--- src/rsso_pkg.sv ---
// Constants and state types for the reset source and system options block.
// Assumes a single bus clock domain and an active-low power-on reset.
package rsso_pkg;

   // ****************************************
   // Reset-cause flag positions
   // ****************************************
   localparam int FLAG_POWER_ON = 7;      // Power-on detect
   localparam int FLAG_PIN = 6;           // External reset pin
   localparam int FLAG_WATCHDOG = 5;      // Watchdog timeout
   localparam int FLAG_ILL_OPCODE = 4;    // Illegal opcode
   localparam int FLAG_ILL_ADDRESS = 3;   // Illegal address
   localparam int FLAG_LOW_VOLTAGE = 1;   // Low-voltage trip or power-on

   // Flags after power-on: power-on plus low voltage
   localparam logic [7:0] FLAGS_POR = 8'h82;
   // Flags after a debug-forced reset: none set
   localparam logic [7:0] FLAGS_NONE = 8'h00;
   // Debug force-reset register always reads this
   localparam logic [7:0] DEBUG_READ_VALUE = 8'h00;

   // ****************************************
   // Option register layout
   // ****************************************
   localparam int OPT_WATCHDOG_EN = 7;    // Watchdog enable
   localparam int OPT_LONG_TIMEOUT = 6;   // Long watchdog timeout
   localparam int OPT_STOP_EN = 5;        // Stop mode enable
   localparam int OPT_DEBUG_PIN = 1;      // Shared pin as debug/mode pin
   localparam int OPT_RESET_PIN = 0;      // Shared pin as reset input
   localparam int DEBUG_FORCE_BIT = 0;    // Force bit in debug register

   // Implemented option bits; others read zero
   localparam logic [7:0] OPT_MASK = 8'he3;
   // Option value after reset
   localparam logic [7:0] OPT_RESET = 8'hc3;

   // ****************************************
   // Timing
   // ****************************************
   localparam logic [7:0] RESET_HOLD_CYCLES = 8'h04;  // Internal reset stretch
   localparam logic [7:0] HOLD_ZERO = 8'h00;
   localparam logic [7:0] HOLD_STEP = 8'h01;

   // Sequencer phase
   typedef enum logic [0:0] {
      PH_RUN = 1'b0,    // Normal operation
      PH_HOLD = 1'b1    // Internal reset asserted
   } rsso_phase_t;

   // Whole block state
   typedef struct packed {
      rsso_phase_t phase;     // Run or in reset
      logic [7:0] hold_cnt;   // Remaining reset cycles
      logic [7:0] flags;      // Reset-cause flags
      logic [7:0] options;    // Write-once options
      logic opt_locked;       // First option write seen
      logic wd_restart;       // Watchdog restart pulse
   } rsso_state_t;

   // State at power-on
   localparam rsso_state_t STATE_POR = '{
      phase: PH_HOLD,
      hold_cnt: RESET_HOLD_CYCLES,
      flags: FLAGS_POR,
      options: OPT_RESET,
      opt_locked: 1'b0,
      wd_restart: 1'b0
   };

endpackage : rsso_pkg

--- src/rsso_top.sv ---
// Reset-cause recorder, debug forced reset and write-once system options.
// Assumes all inputs synchronous to core_clk; rst_n is the power-on reset.
// Functional notes
// - Status flags at bits 7,6,5,4,3,1; rest zero
// - Debug-forced reset leaves all flags clear
// - Status write restarts watchdog, flags unchanged
// - Power-on sets power-on and low-voltage flags
// - Low-voltage reset sets its flag, keeps power-on
// - Other resets set flags of active sources
// - Reset pin low level sets pin flag
// - No watchdog reset while watchdog disabled
// - Illegal opcodes, and stop or background entry while not enabled, raise opcode reset
// - Unimplemented address access raises address reset
// - Debug register reads zero; only debug writes act
// - Debug write of one forces full reset
// - Options accept first write after reset only
// - Options bit 7 enables the watchdog
// - Options bit 6 selects long watchdog timeout
// - Stop disabled turns stop into opcode reset
// - Options bit 1 selects debug pin function
// - Options bit 0 selects reset pin function
`timescale 1ns/1ps
`default_nettype none

module rsso_top (
   input wire logic core_clk,
   input wire logic rst_n,
   input wire logic sel_cause_flags,
   input wire logic sel_debug_force,
   input wire logic sel_options,
   input wire logic reg_write,
   input wire logic [7:0] reg_wdata,
   input wire logic debug_access,
   input wire logic reset_pin_n,
   input wire logic watchdog_timeout,
   input wire logic unimplemented_opcode,
   input wire logic stop_executed,
   input wire logic enter_background_instruction,
   input wire logic background_mode_enable,
   input wire logic illegal_address_access,
   input wire logic low_voltage_trip,
   input wire logic low_voltage_reset_enable,
   output logic [7:0] reset_cause_flags,
   output logic [7:0] debug_forced_reset,
   output logic [7:0] system_options_once,
   output logic mcu_reset,
   output logic watchdog_restart,
   output logic watchdog_enable,
   output logic watchdog_long_timeout,
   output logic stop_mode_enable,
   output logic debug_pin_enable,
   output logic reset_pin_enable,
   output logic reset_pin_pullup_en
);

   // ****************************************
   // State
   // ****************************************
   rsso_pkg::rsso_state_t state_reg;   // Registered state
   rsso_pkg::rsso_state_t state_next;  // Next state

   logic running;        // Sequencer in normal operation
   logic src_lvd;        // Enabled low-voltage trip
   logic src_pin;        // Reset pin held low
   logic src_wdog;       // Enabled watchdog timeout
   logic src_illegal_opcode_flag;       // Illegal opcode of any kind
   logic src_illegal_address_flag;       // Illegal address
   logic src_force;      // Debug host forced reset
   logic any_cause;      // Pin, watchdog, opcode or address source active
   logic wr_flags;       // Write to the status address
   logic wr_options;     // Write to the options register
   logic quiet;          // No reset source of any kind this cycle

   // ****************************************
   // Reset sources
   // ****************************************
   assign running = (state_reg.phase == rsso_pkg::PH_RUN);
   // Low-voltage resets only when enabled
   assign src_lvd = low_voltage_trip & low_voltage_reset_enable;
   // Pin only counts while it is configured as reset input
   assign src_pin = ~reset_pin_n & state_reg.options[rsso_pkg::OPT_RESET_PIN];
   // Timeout is blocked entirely while disabled
   assign src_wdog = watchdog_timeout & state_reg.options[rsso_pkg::OPT_WATCHDOG_EN];
   // Stop and background entry become illegal when not enabled
   assign src_illegal_opcode_flag = unimplemented_opcode
                   | (stop_executed & ~state_reg.options[rsso_pkg::OPT_STOP_EN])
                   | (enter_background_instruction & ~background_mode_enable);
   assign src_illegal_address_flag = illegal_address_access;
   // Program writes cannot force; only background commands can
   assign src_force = reg_write & sel_debug_force & debug_access
                    & reg_wdata[rsso_pkg::DEBUG_FORCE_BIT];
   assign any_cause = src_pin | src_wdog | src_illegal_opcode_flag | src_illegal_address_flag;
   assign wr_flags = reg_write & sel_cause_flags;
   assign wr_options = reg_write & sel_options;
   // Shared by the assertions that look at plain register traffic
   assign quiet = ~src_lvd & ~any_cause & ~src_force;

   // ****************************************
   // Next-state logic
   // ****************************************
   always_comb begin
      state_next = state_reg;
      state_next.wd_restart = 1'b0;
      case (state_reg.phase)
         rsso_pkg::PH_HOLD: begin
            // Stretch the internal reset, then release
            if (state_reg.hold_cnt == rsso_pkg::HOLD_ZERO) begin
               state_next.phase = rsso_pkg::PH_RUN;
            end else begin
               state_next.hold_cnt = state_reg.hold_cnt - rsso_pkg::HOLD_STEP;
            end
         end
         rsso_pkg::PH_RUN: begin
            if (src_lvd || any_cause || src_force) begin
               // Common reset entry; option lock reopens
               state_next.phase = rsso_pkg::PH_HOLD;
               state_next.hold_cnt = rsso_pkg::RESET_HOLD_CYCLES;
               state_next.opt_locked = 1'b0;
               if (src_lvd) begin
                  // Low voltage wins; power-on flag kept
                  state_next.flags = rsso_pkg::FLAGS_NONE;
                  state_next.flags[rsso_pkg::FLAG_POWER_ON] =
                     state_reg.flags[rsso_pkg::FLAG_POWER_ON];
                  state_next.flags[rsso_pkg::FLAG_LOW_VOLTAGE] = 1'b1;
                  // Reset pin function restored as well
                  state_next.options = rsso_pkg::OPT_RESET;
               end else begin
                  // Each active source sets its flag; forced alone leaves none
                  state_next.flags = rsso_pkg::FLAGS_NONE;
                  state_next.flags[rsso_pkg::FLAG_PIN] = src_pin;
                  state_next.flags[rsso_pkg::FLAG_WATCHDOG] = src_wdog;
                  state_next.flags[rsso_pkg::FLAG_ILL_OPCODE] = src_illegal_opcode_flag;
                  state_next.flags[rsso_pkg::FLAG_ILL_ADDRESS] = src_illegal_address_flag;
                  // Reset pin choice survives non-power resets
                  state_next.options = rsso_pkg::OPT_RESET;
                  state_next.options[rsso_pkg::OPT_RESET_PIN] =
                     state_reg.options[rsso_pkg::OPT_RESET_PIN];
               end
            end else begin
               // Any write to status address only kicks the watchdog
               if (wr_flags) begin
                  state_next.wd_restart = 1'b1;
               end
               // Only the first options write takes effect
               if (wr_options && !state_reg.opt_locked) begin
                  state_next.options = reg_wdata & rsso_pkg::OPT_MASK;
                  state_next.opt_locked = 1'b1;
               end
            end
         end
         default: begin
            state_next = rsso_pkg::STATE_POR;
         end
      endcase
   end

   // ****************************************
   // State register
   // ****************************************
   // Power-on reset loads the power-on flags and options
   always_ff @(posedge core_clk or negedge rst_n) begin
      if (!rst_n) begin
         state_reg <= rsso_pkg::STATE_POR;
      end else begin
         state_reg <= state_next;
      end
   end

   // ****************************************
   // Outputs
   // ****************************************
   assign reset_cause_flags = state_reg.flags;
   assign debug_forced_reset = rsso_pkg::DEBUG_READ_VALUE;
   assign system_options_once = state_reg.options;
   assign mcu_reset = (state_reg.phase == rsso_pkg::PH_HOLD);
   assign watchdog_restart = state_reg.wd_restart;
   assign watchdog_enable = state_reg.options[rsso_pkg::OPT_WATCHDOG_EN];
   // Period also depends on the watchdog clock source chosen elsewhere
   assign watchdog_long_timeout = state_reg.options[rsso_pkg::OPT_LONG_TIMEOUT];
   assign stop_mode_enable = state_reg.options[rsso_pkg::OPT_STOP_EN];
   assign debug_pin_enable = state_reg.options[rsso_pkg::OPT_DEBUG_PIN];
   assign reset_pin_enable = state_reg.options[rsso_pkg::OPT_RESET_PIN];
   // Pull-up follows the reset-input function
   assign reset_pin_pullup_en = state_reg.options[rsso_pkg::OPT_RESET_PIN];
endmodule : rsso_top

`default_nettype wire

--- config.mk ---
export PLATFORM = sky130hd
export DESIGN_NAME = rsso_top
export DESIGN_NICKNAME = d
export VERILOG_FILES = /design/src/rsso_pkg.sv /design/src/rsso_top.sv
export SDC_FILE = /design/constraint.sdc
export NUM_CORES = 1
export LEC_CHECK = 0
export ABC_AREA = 1
export BUFFER_PORTS_ARGS = -buffer_cell sky130_fd_sc_hd__clkbuf_2
export CORE_MARGIN = 1.5
export CORE_UTILIZATION = 48
export CTS_CLUSTER_DIAMETER = 200
export DETAILED_ROUTE_END_ITERATION = 12
export HOLD_SLACK_MARGIN = 0.08
export PLACE_DENSITY_LB_ADDON = 0.3
export SYNTH_ARGS = -nofsm -noshare
export SYNTH_HDL_FRONTEND = slang
export SYNTH_SLANG_ARGS = --single-unit
--- constraint.sdc ---
create_clock -name core_clk -period 1.7 [get_ports core_clk]
set_clock_uncertainty 0.1 [all_clocks]
set_input_delay 0.17 -clock core_clk [delete_from_list [all_inputs] [get_ports core_clk]]
set_output_delay 0.17 -clock core_clk [all_outputs]
set_load 0.05 [all_outputs]
; ---- Yosys cells after proc, flatten, opt, wreduce, memory -nomap -nowiden
; Cells that the tools add are included.
[op_classes]
add_sub_neg = 1
eq_ne = 3
mux = 10
bitwise = 20
n_reduce_logical = 11
[op_table]
columns = cell, count
row1 = 2-to-1 mux 9 bit, 2
row2 = one-hot mux 9 bit (2 select lines), 1
row3 = 2-to-1 mux 17 bit, 1
row4 = 2-to-1 mux 16 bit, 1
row5 = AND 1 bit, 10
row6 = zero test 8 bit, 1
row7 = 2-to-1 mux 8 bit, 1
row8 = subtractor 8 x 1 -> 8 bit (second input constant), 1
row9 = AND reduction 2 bit, 3
row10 = AND reduction 3 bit, 2
row11 = inverter 1 bit, 5
row12 = OR 1 bit, 5
row13 = 2-to-1 mux 1 bit, 4
row14 = inequality test 2 bit (second input constant), 2
row15 = logical OR 1 bit, 2
row16 = inequality test 2 x 1 -> 1 bit (second input constant), 1
row17 = nonzero test 2 bit, 1
row18 = logical AND 1 bit, 1
row19 = zero test 1 bit, 1
[word_totals]
reg_bits = 27
inputBits = 24
output_inout_bits = 32
wordCells = 53

; ---- Depth between registers and ports, before layout
[logic_depth]
word_depth = 10
ltp_mapped = 9
ltp_nobuf = 9

; ---- Worst setup path before layout
; No wires, ideal clock.
[synth_timing]
kind = flip-flop to flip-flop
from = register state_reg (netlist bit system_options_once[0])
to = register state_reg (netlist bit reset_cause_flags[4])
setup_ns = 0.127
arrival_time_ns = 1.408
t_required_ns = 1.473
setup_slack_ns = 0.064
path_stages_with_launch = 9
path_buffers = 1
period_less_slack_ns = 1.636
path_cell_list = dfstp_2 > inv_1 > nor2_1 > nor2_2 > nand3_4 > nand2_4 > buf_8 > nand2_1 > o21ai_0
[synth_between]
elab_chain_len = 7
[synth_lines]
columns = element, line_no
row1 = start: declaration, rsso_top.sv:59  ; rsso_pkg::rsso_state_t state_reg;
row2 = start signal: assignment, rsso_top.sv:163  ; state_reg <= rsso_pkg::STATE_POR;
row3 = start signal: assignment, rsso_top.sv:165  ; state_reg <= state_next;
row4 = AND 1 bit, rsso_top.sv:81  ; assign src_pin = ~reset_pin_n & state_reg.options[rsso_pkg::OPT_RESET_PIN];
row5 = OR 1 bit (3 in series), rsso_top.sv:92  ; assign any_cause = src_pin | src_wdog | src_illegal_opcode_flag | src_illegal_address_flag;
row6 = logical OR 1 bit (2 in series), rsso_top.sv:114  ; if (src_lvd || any_cause || src_force) begin
row7 = AND reduction 2 bit (no source line), -
; No other way between the ends.
; A chain may end at the register's enable or synchronous reset.

==> impl_metrics.csv <==
group,metric,value,unit
timing,setup_ws,-13.3,ps
timing,slew_violations,0,
logic_synthesis,synth_compound_area_share,3.93,%
hold_path,min_path_cells,3,
placement,dp_hpwl,1.93,mm
setup_path,required,1800,ps
cts,worstSkewPairLatency,300,ps
job,cap_viol_max_count,0,
placement,gp_congestion,0.878,
placement,io_buffers,39,
timing,fmax,584,MHz
setup_path,cp_num_buf_inv,2,
cts,ctsHtreeMaxLevel,1,
finish,diodes,0,
hold_path,hp-class,"primary input to register",
setup_path,r2r_cells,4,
drt,wire_per_inst,11.9,um
cts,cts-root-buf,"clkbuf_4",
floorplanning,start_util,51.1,%
timing,slew-limit-headroom,65.1,%
cts,clkSinkCount,22,
logic_synthesis,postSynthCellCount,184,
timing,period_minus_slack,1710,ps
power_and_ir_drop,power,0.000989,W
setup_path,reg2reg_from,"mcu_reset",
logic_synthesis,ys_types,26,
floorplanning,rows,19,
timing,post-route-period-util,101,%
logic_synthesis,synth-xor-area-share,0.611,%
logic_synthesis,synth_top_family_by_area,"simple AND/OR/NAND/NOR gates",
setup_path,max_stage_delay,600,ps
drt,viasPerCell,4.88,
outcome,outcome,"finished, violations left",
finish,nNetsFinal,256,
cts,cts.path.max_buffers,2,
finish,mostFrequentLayoutCell,"nand2_1",
logic_synthesis,synth_mux_area_share,0,%
timing,setup_viol,1,
outcome,violations,"DRC, setup timing",
drt,drt_iter0_markers,36,
cts,clkTransAtPathRegs,120,ps
logic_synthesis,synth_fa_ha_area_share,1.75,%
setup_path,crit_family,"buffers and inverters",
setup_path,path_max_fanout,5,
global_routing,grt_pass1_wl,4.86,mm
drt,ant_nets,0,
drt,route.detailed.drc,3,
power_and_ir_drop,power_density,579,nW/um^2
floorplanning,core-area,2810,sq um
drt,drtPass1Iterations,8,
hold_path,hp-start,"low_voltage_trip",
timing,worst_slew_pin_slew,523,ps
power_and_ir_drop,vdd_drop_max,0.357,mV
setup_path,arrival,1810,ps
hold_path,hold_path_end,"reset_cause_flags[1]",
floorplanning,io_pins,56,
setup_path,end_kind,"register",
logic_synthesis,ys_warn_count,0,
setup_path,rrSetupSlack,-10,ps
setup_path,worstPathCellList,"clkinvlp_4 -> nand3_1 -> dlygate4sd3_1 -> nor2_1",
cts,cts_buffers,3,
global_routing,groute.usage.overall,18.5,%
setup_path,cp.depth,4,
timing,hold_viol_final,0,
setup_path,path_class,"register to register",
global_routing,grt_pass1_vias,1171,
finish,largest_register_ffs,9,
floorplanning,die_w,57.6,um
finish,syn_to_final_growth,19.4,%
global_routing,grt_overflow,0,
timing,fin_tns_setup,-13.3,ps
setup_path,start_kind,"register",
global_routing,grt_max_degree,26,
finish,layout_common_cells,"48 x nand2_1, 39 x clkbuf_2, 20 x inv_1, 16 x nand3_1, 14 x dfrtp_1",
timing,rsz0062_at_grt,"yes",
cts,cts_tree,"done",
setup_path,slowest_stage,"dfstp_2",
logic_synthesis,synth_seq_cells,22,
power_and_ir_drop,total_leakage_power,0.911,nW
logic_synthesis,synth_seq_area_share,39.1,%
finish,drive_gt1_share,31.0,%
global_routing,antenna_found_initial,0,
floorplanning,die_y,57.6,um
setup_path,r2r-end,"watchdog_restart",
floorplanning,die_area,3320,sq um
logic_synthesis,avgSynthCellArea,7.79,sq um
drt,vias,1270,
logic_synthesis,yosys.area_share.simple,32.8,%
drt,routed_wl,3.11,mm
logic_synthesis,synth_area,1430,sq um
setup_path,crit_path_start,"mcu_reset",
[repair_timing]
| action | 4_1_cts | 5_1_grt |
|---|---|---|
| endpoints found under the hold margin | 24 | 0 |
| resized for setup | 0 | 6 |
| setup endpoints to repair | 0 | 15 |
| hold buffers | 13 | 0 |
| buffers inserted | 0 | 3 |
[Yosys cell counts]
| library cell | n | area, sq um |
|---|---|---|
| a21oi_1 | 1 | 5.00 |
| a31oi_1 | 1 | 6.26 |
| and3_1 | 1 | 6.26 |
| buf_4 | 26 | 195 |
| buf_8 | 2 | 30.0 |
| conb_1 | 1 | 3.75 |
| dfrtp_1 | 14 | 350 |
| dfstp_2 | 8 | 210 |
| ha_1 | 2 | 25.0 |
| inv_1 | 21 | 78.8 |
| inv_2 | 1 | 3.75 |
| nand2_1 | 49 | 184 |
| nand2_2 | 1 | 6.26 |
| nand2_4 | 3 | 33.8 |
| nand3_1 | 16 | 80.1 |
| nand3_4 | 1 | 17.5 |
| nand4_1 | 5 | 31.3 |
| nor2_1 | 11 | 41.3 |
| nor2_2 | 3 | 18.8 |
| nor2_4 | 2 | 22.5 |
| nor3_1 | 3 | 15.0 |
| nor3b_1 | 1 | 7.51 |
| o21ai_0 | 6 | 30.0 |
| o21ai_1 | 3 | 15.0 |
| or2_2 | 1 | 6.26 |
| xnor2_1 | 1 | 8.76 |
[cell families (layout without fill, tap and decap cells)]
| kind of cell | after synthesis | in the layout |
|---|---|---|
| compound gates | 11 | 11 |
| flops | 22 | 22 |
| other cells | 1 | 13 |
| fa+ha+maj | 2 | 2 |
| xor+xnor | 1 | 1 |
| buf+inv | 50 | 81 |
| simple gates | 97 | 99 |
[report_power, final]
| group | total [W] | internal, W | switching (W) | leakage, nW |
|---|---|---|---|---|
| combinational | 0.000210 | 0.0000542 | 0.000156 | 0.637 |
| clock | 0.000242 | 0.0000915 | 0.000151 | 0.0150 |
| sequential | 0.000537 | 0.000532 | 0.00000468 | 0.259 |
| total | 0.000989 | 0.000678 | 0.000312 | 0.911 |
[metal layers]
layer / wire length (um) / track usage (%) / vias up
met5: 0 / 0 / -
met4: 30 / 2.99 / 0
met3: 169 / 4.69 / 4
met2: 1560 / 32.1 / 47
met1: 1350 / 23.8 / 582
li1: - / - / 637
[metrics by stage]
stage | area, sq um | std cells | hold slack [ps] | setup slack (ps) | util, %
5_1_grt | 1710 | 260 | 110 | -66.3 | 61.0
4_1_cts | 1640 | 255 | 90.2 | 22.8 | 58.6
2_1_floorplan | 1480 | 196 | -226 | 64.3 | -
6_report | 1710 | 260 | 88.9 | -13.3 | 61.0
3_5_place_dp | 1490 | 238 | 81.8 | 62.3 | 53.0
3_3_place_gp | 1490 | 238 | 77.7 | 69.3 | 53.0
[worst max-delay path by stage]
stage	to	slack, ps
finish	watchdog_restart	-10
global route	watchdog_restart	-70
CTS	system_options_once[1]	20
detailed placement	state_reg[23]	60
global placement	state_reg[21]	70
floorplan	reset_cause_flags[4]	60
[worst register-to-register path, cell delays in order (launching register included)]
cell and delay (ps):
dfstp_2 600, clkinvlp_4 140, nand3_1 110, dlygate4sd3_1 580, nor2_1 70
[layout make-up]
cell class	instances	area (sq um)
well taps	31	38.8
clock buffers	4	26.3
inverters	22	86.3
fillers	240	1090
flip-flops and latches	22	561
repair buffers	55	348
multi-input cells	126	651
Note: power is estimated with default switching activity, not from simulation.
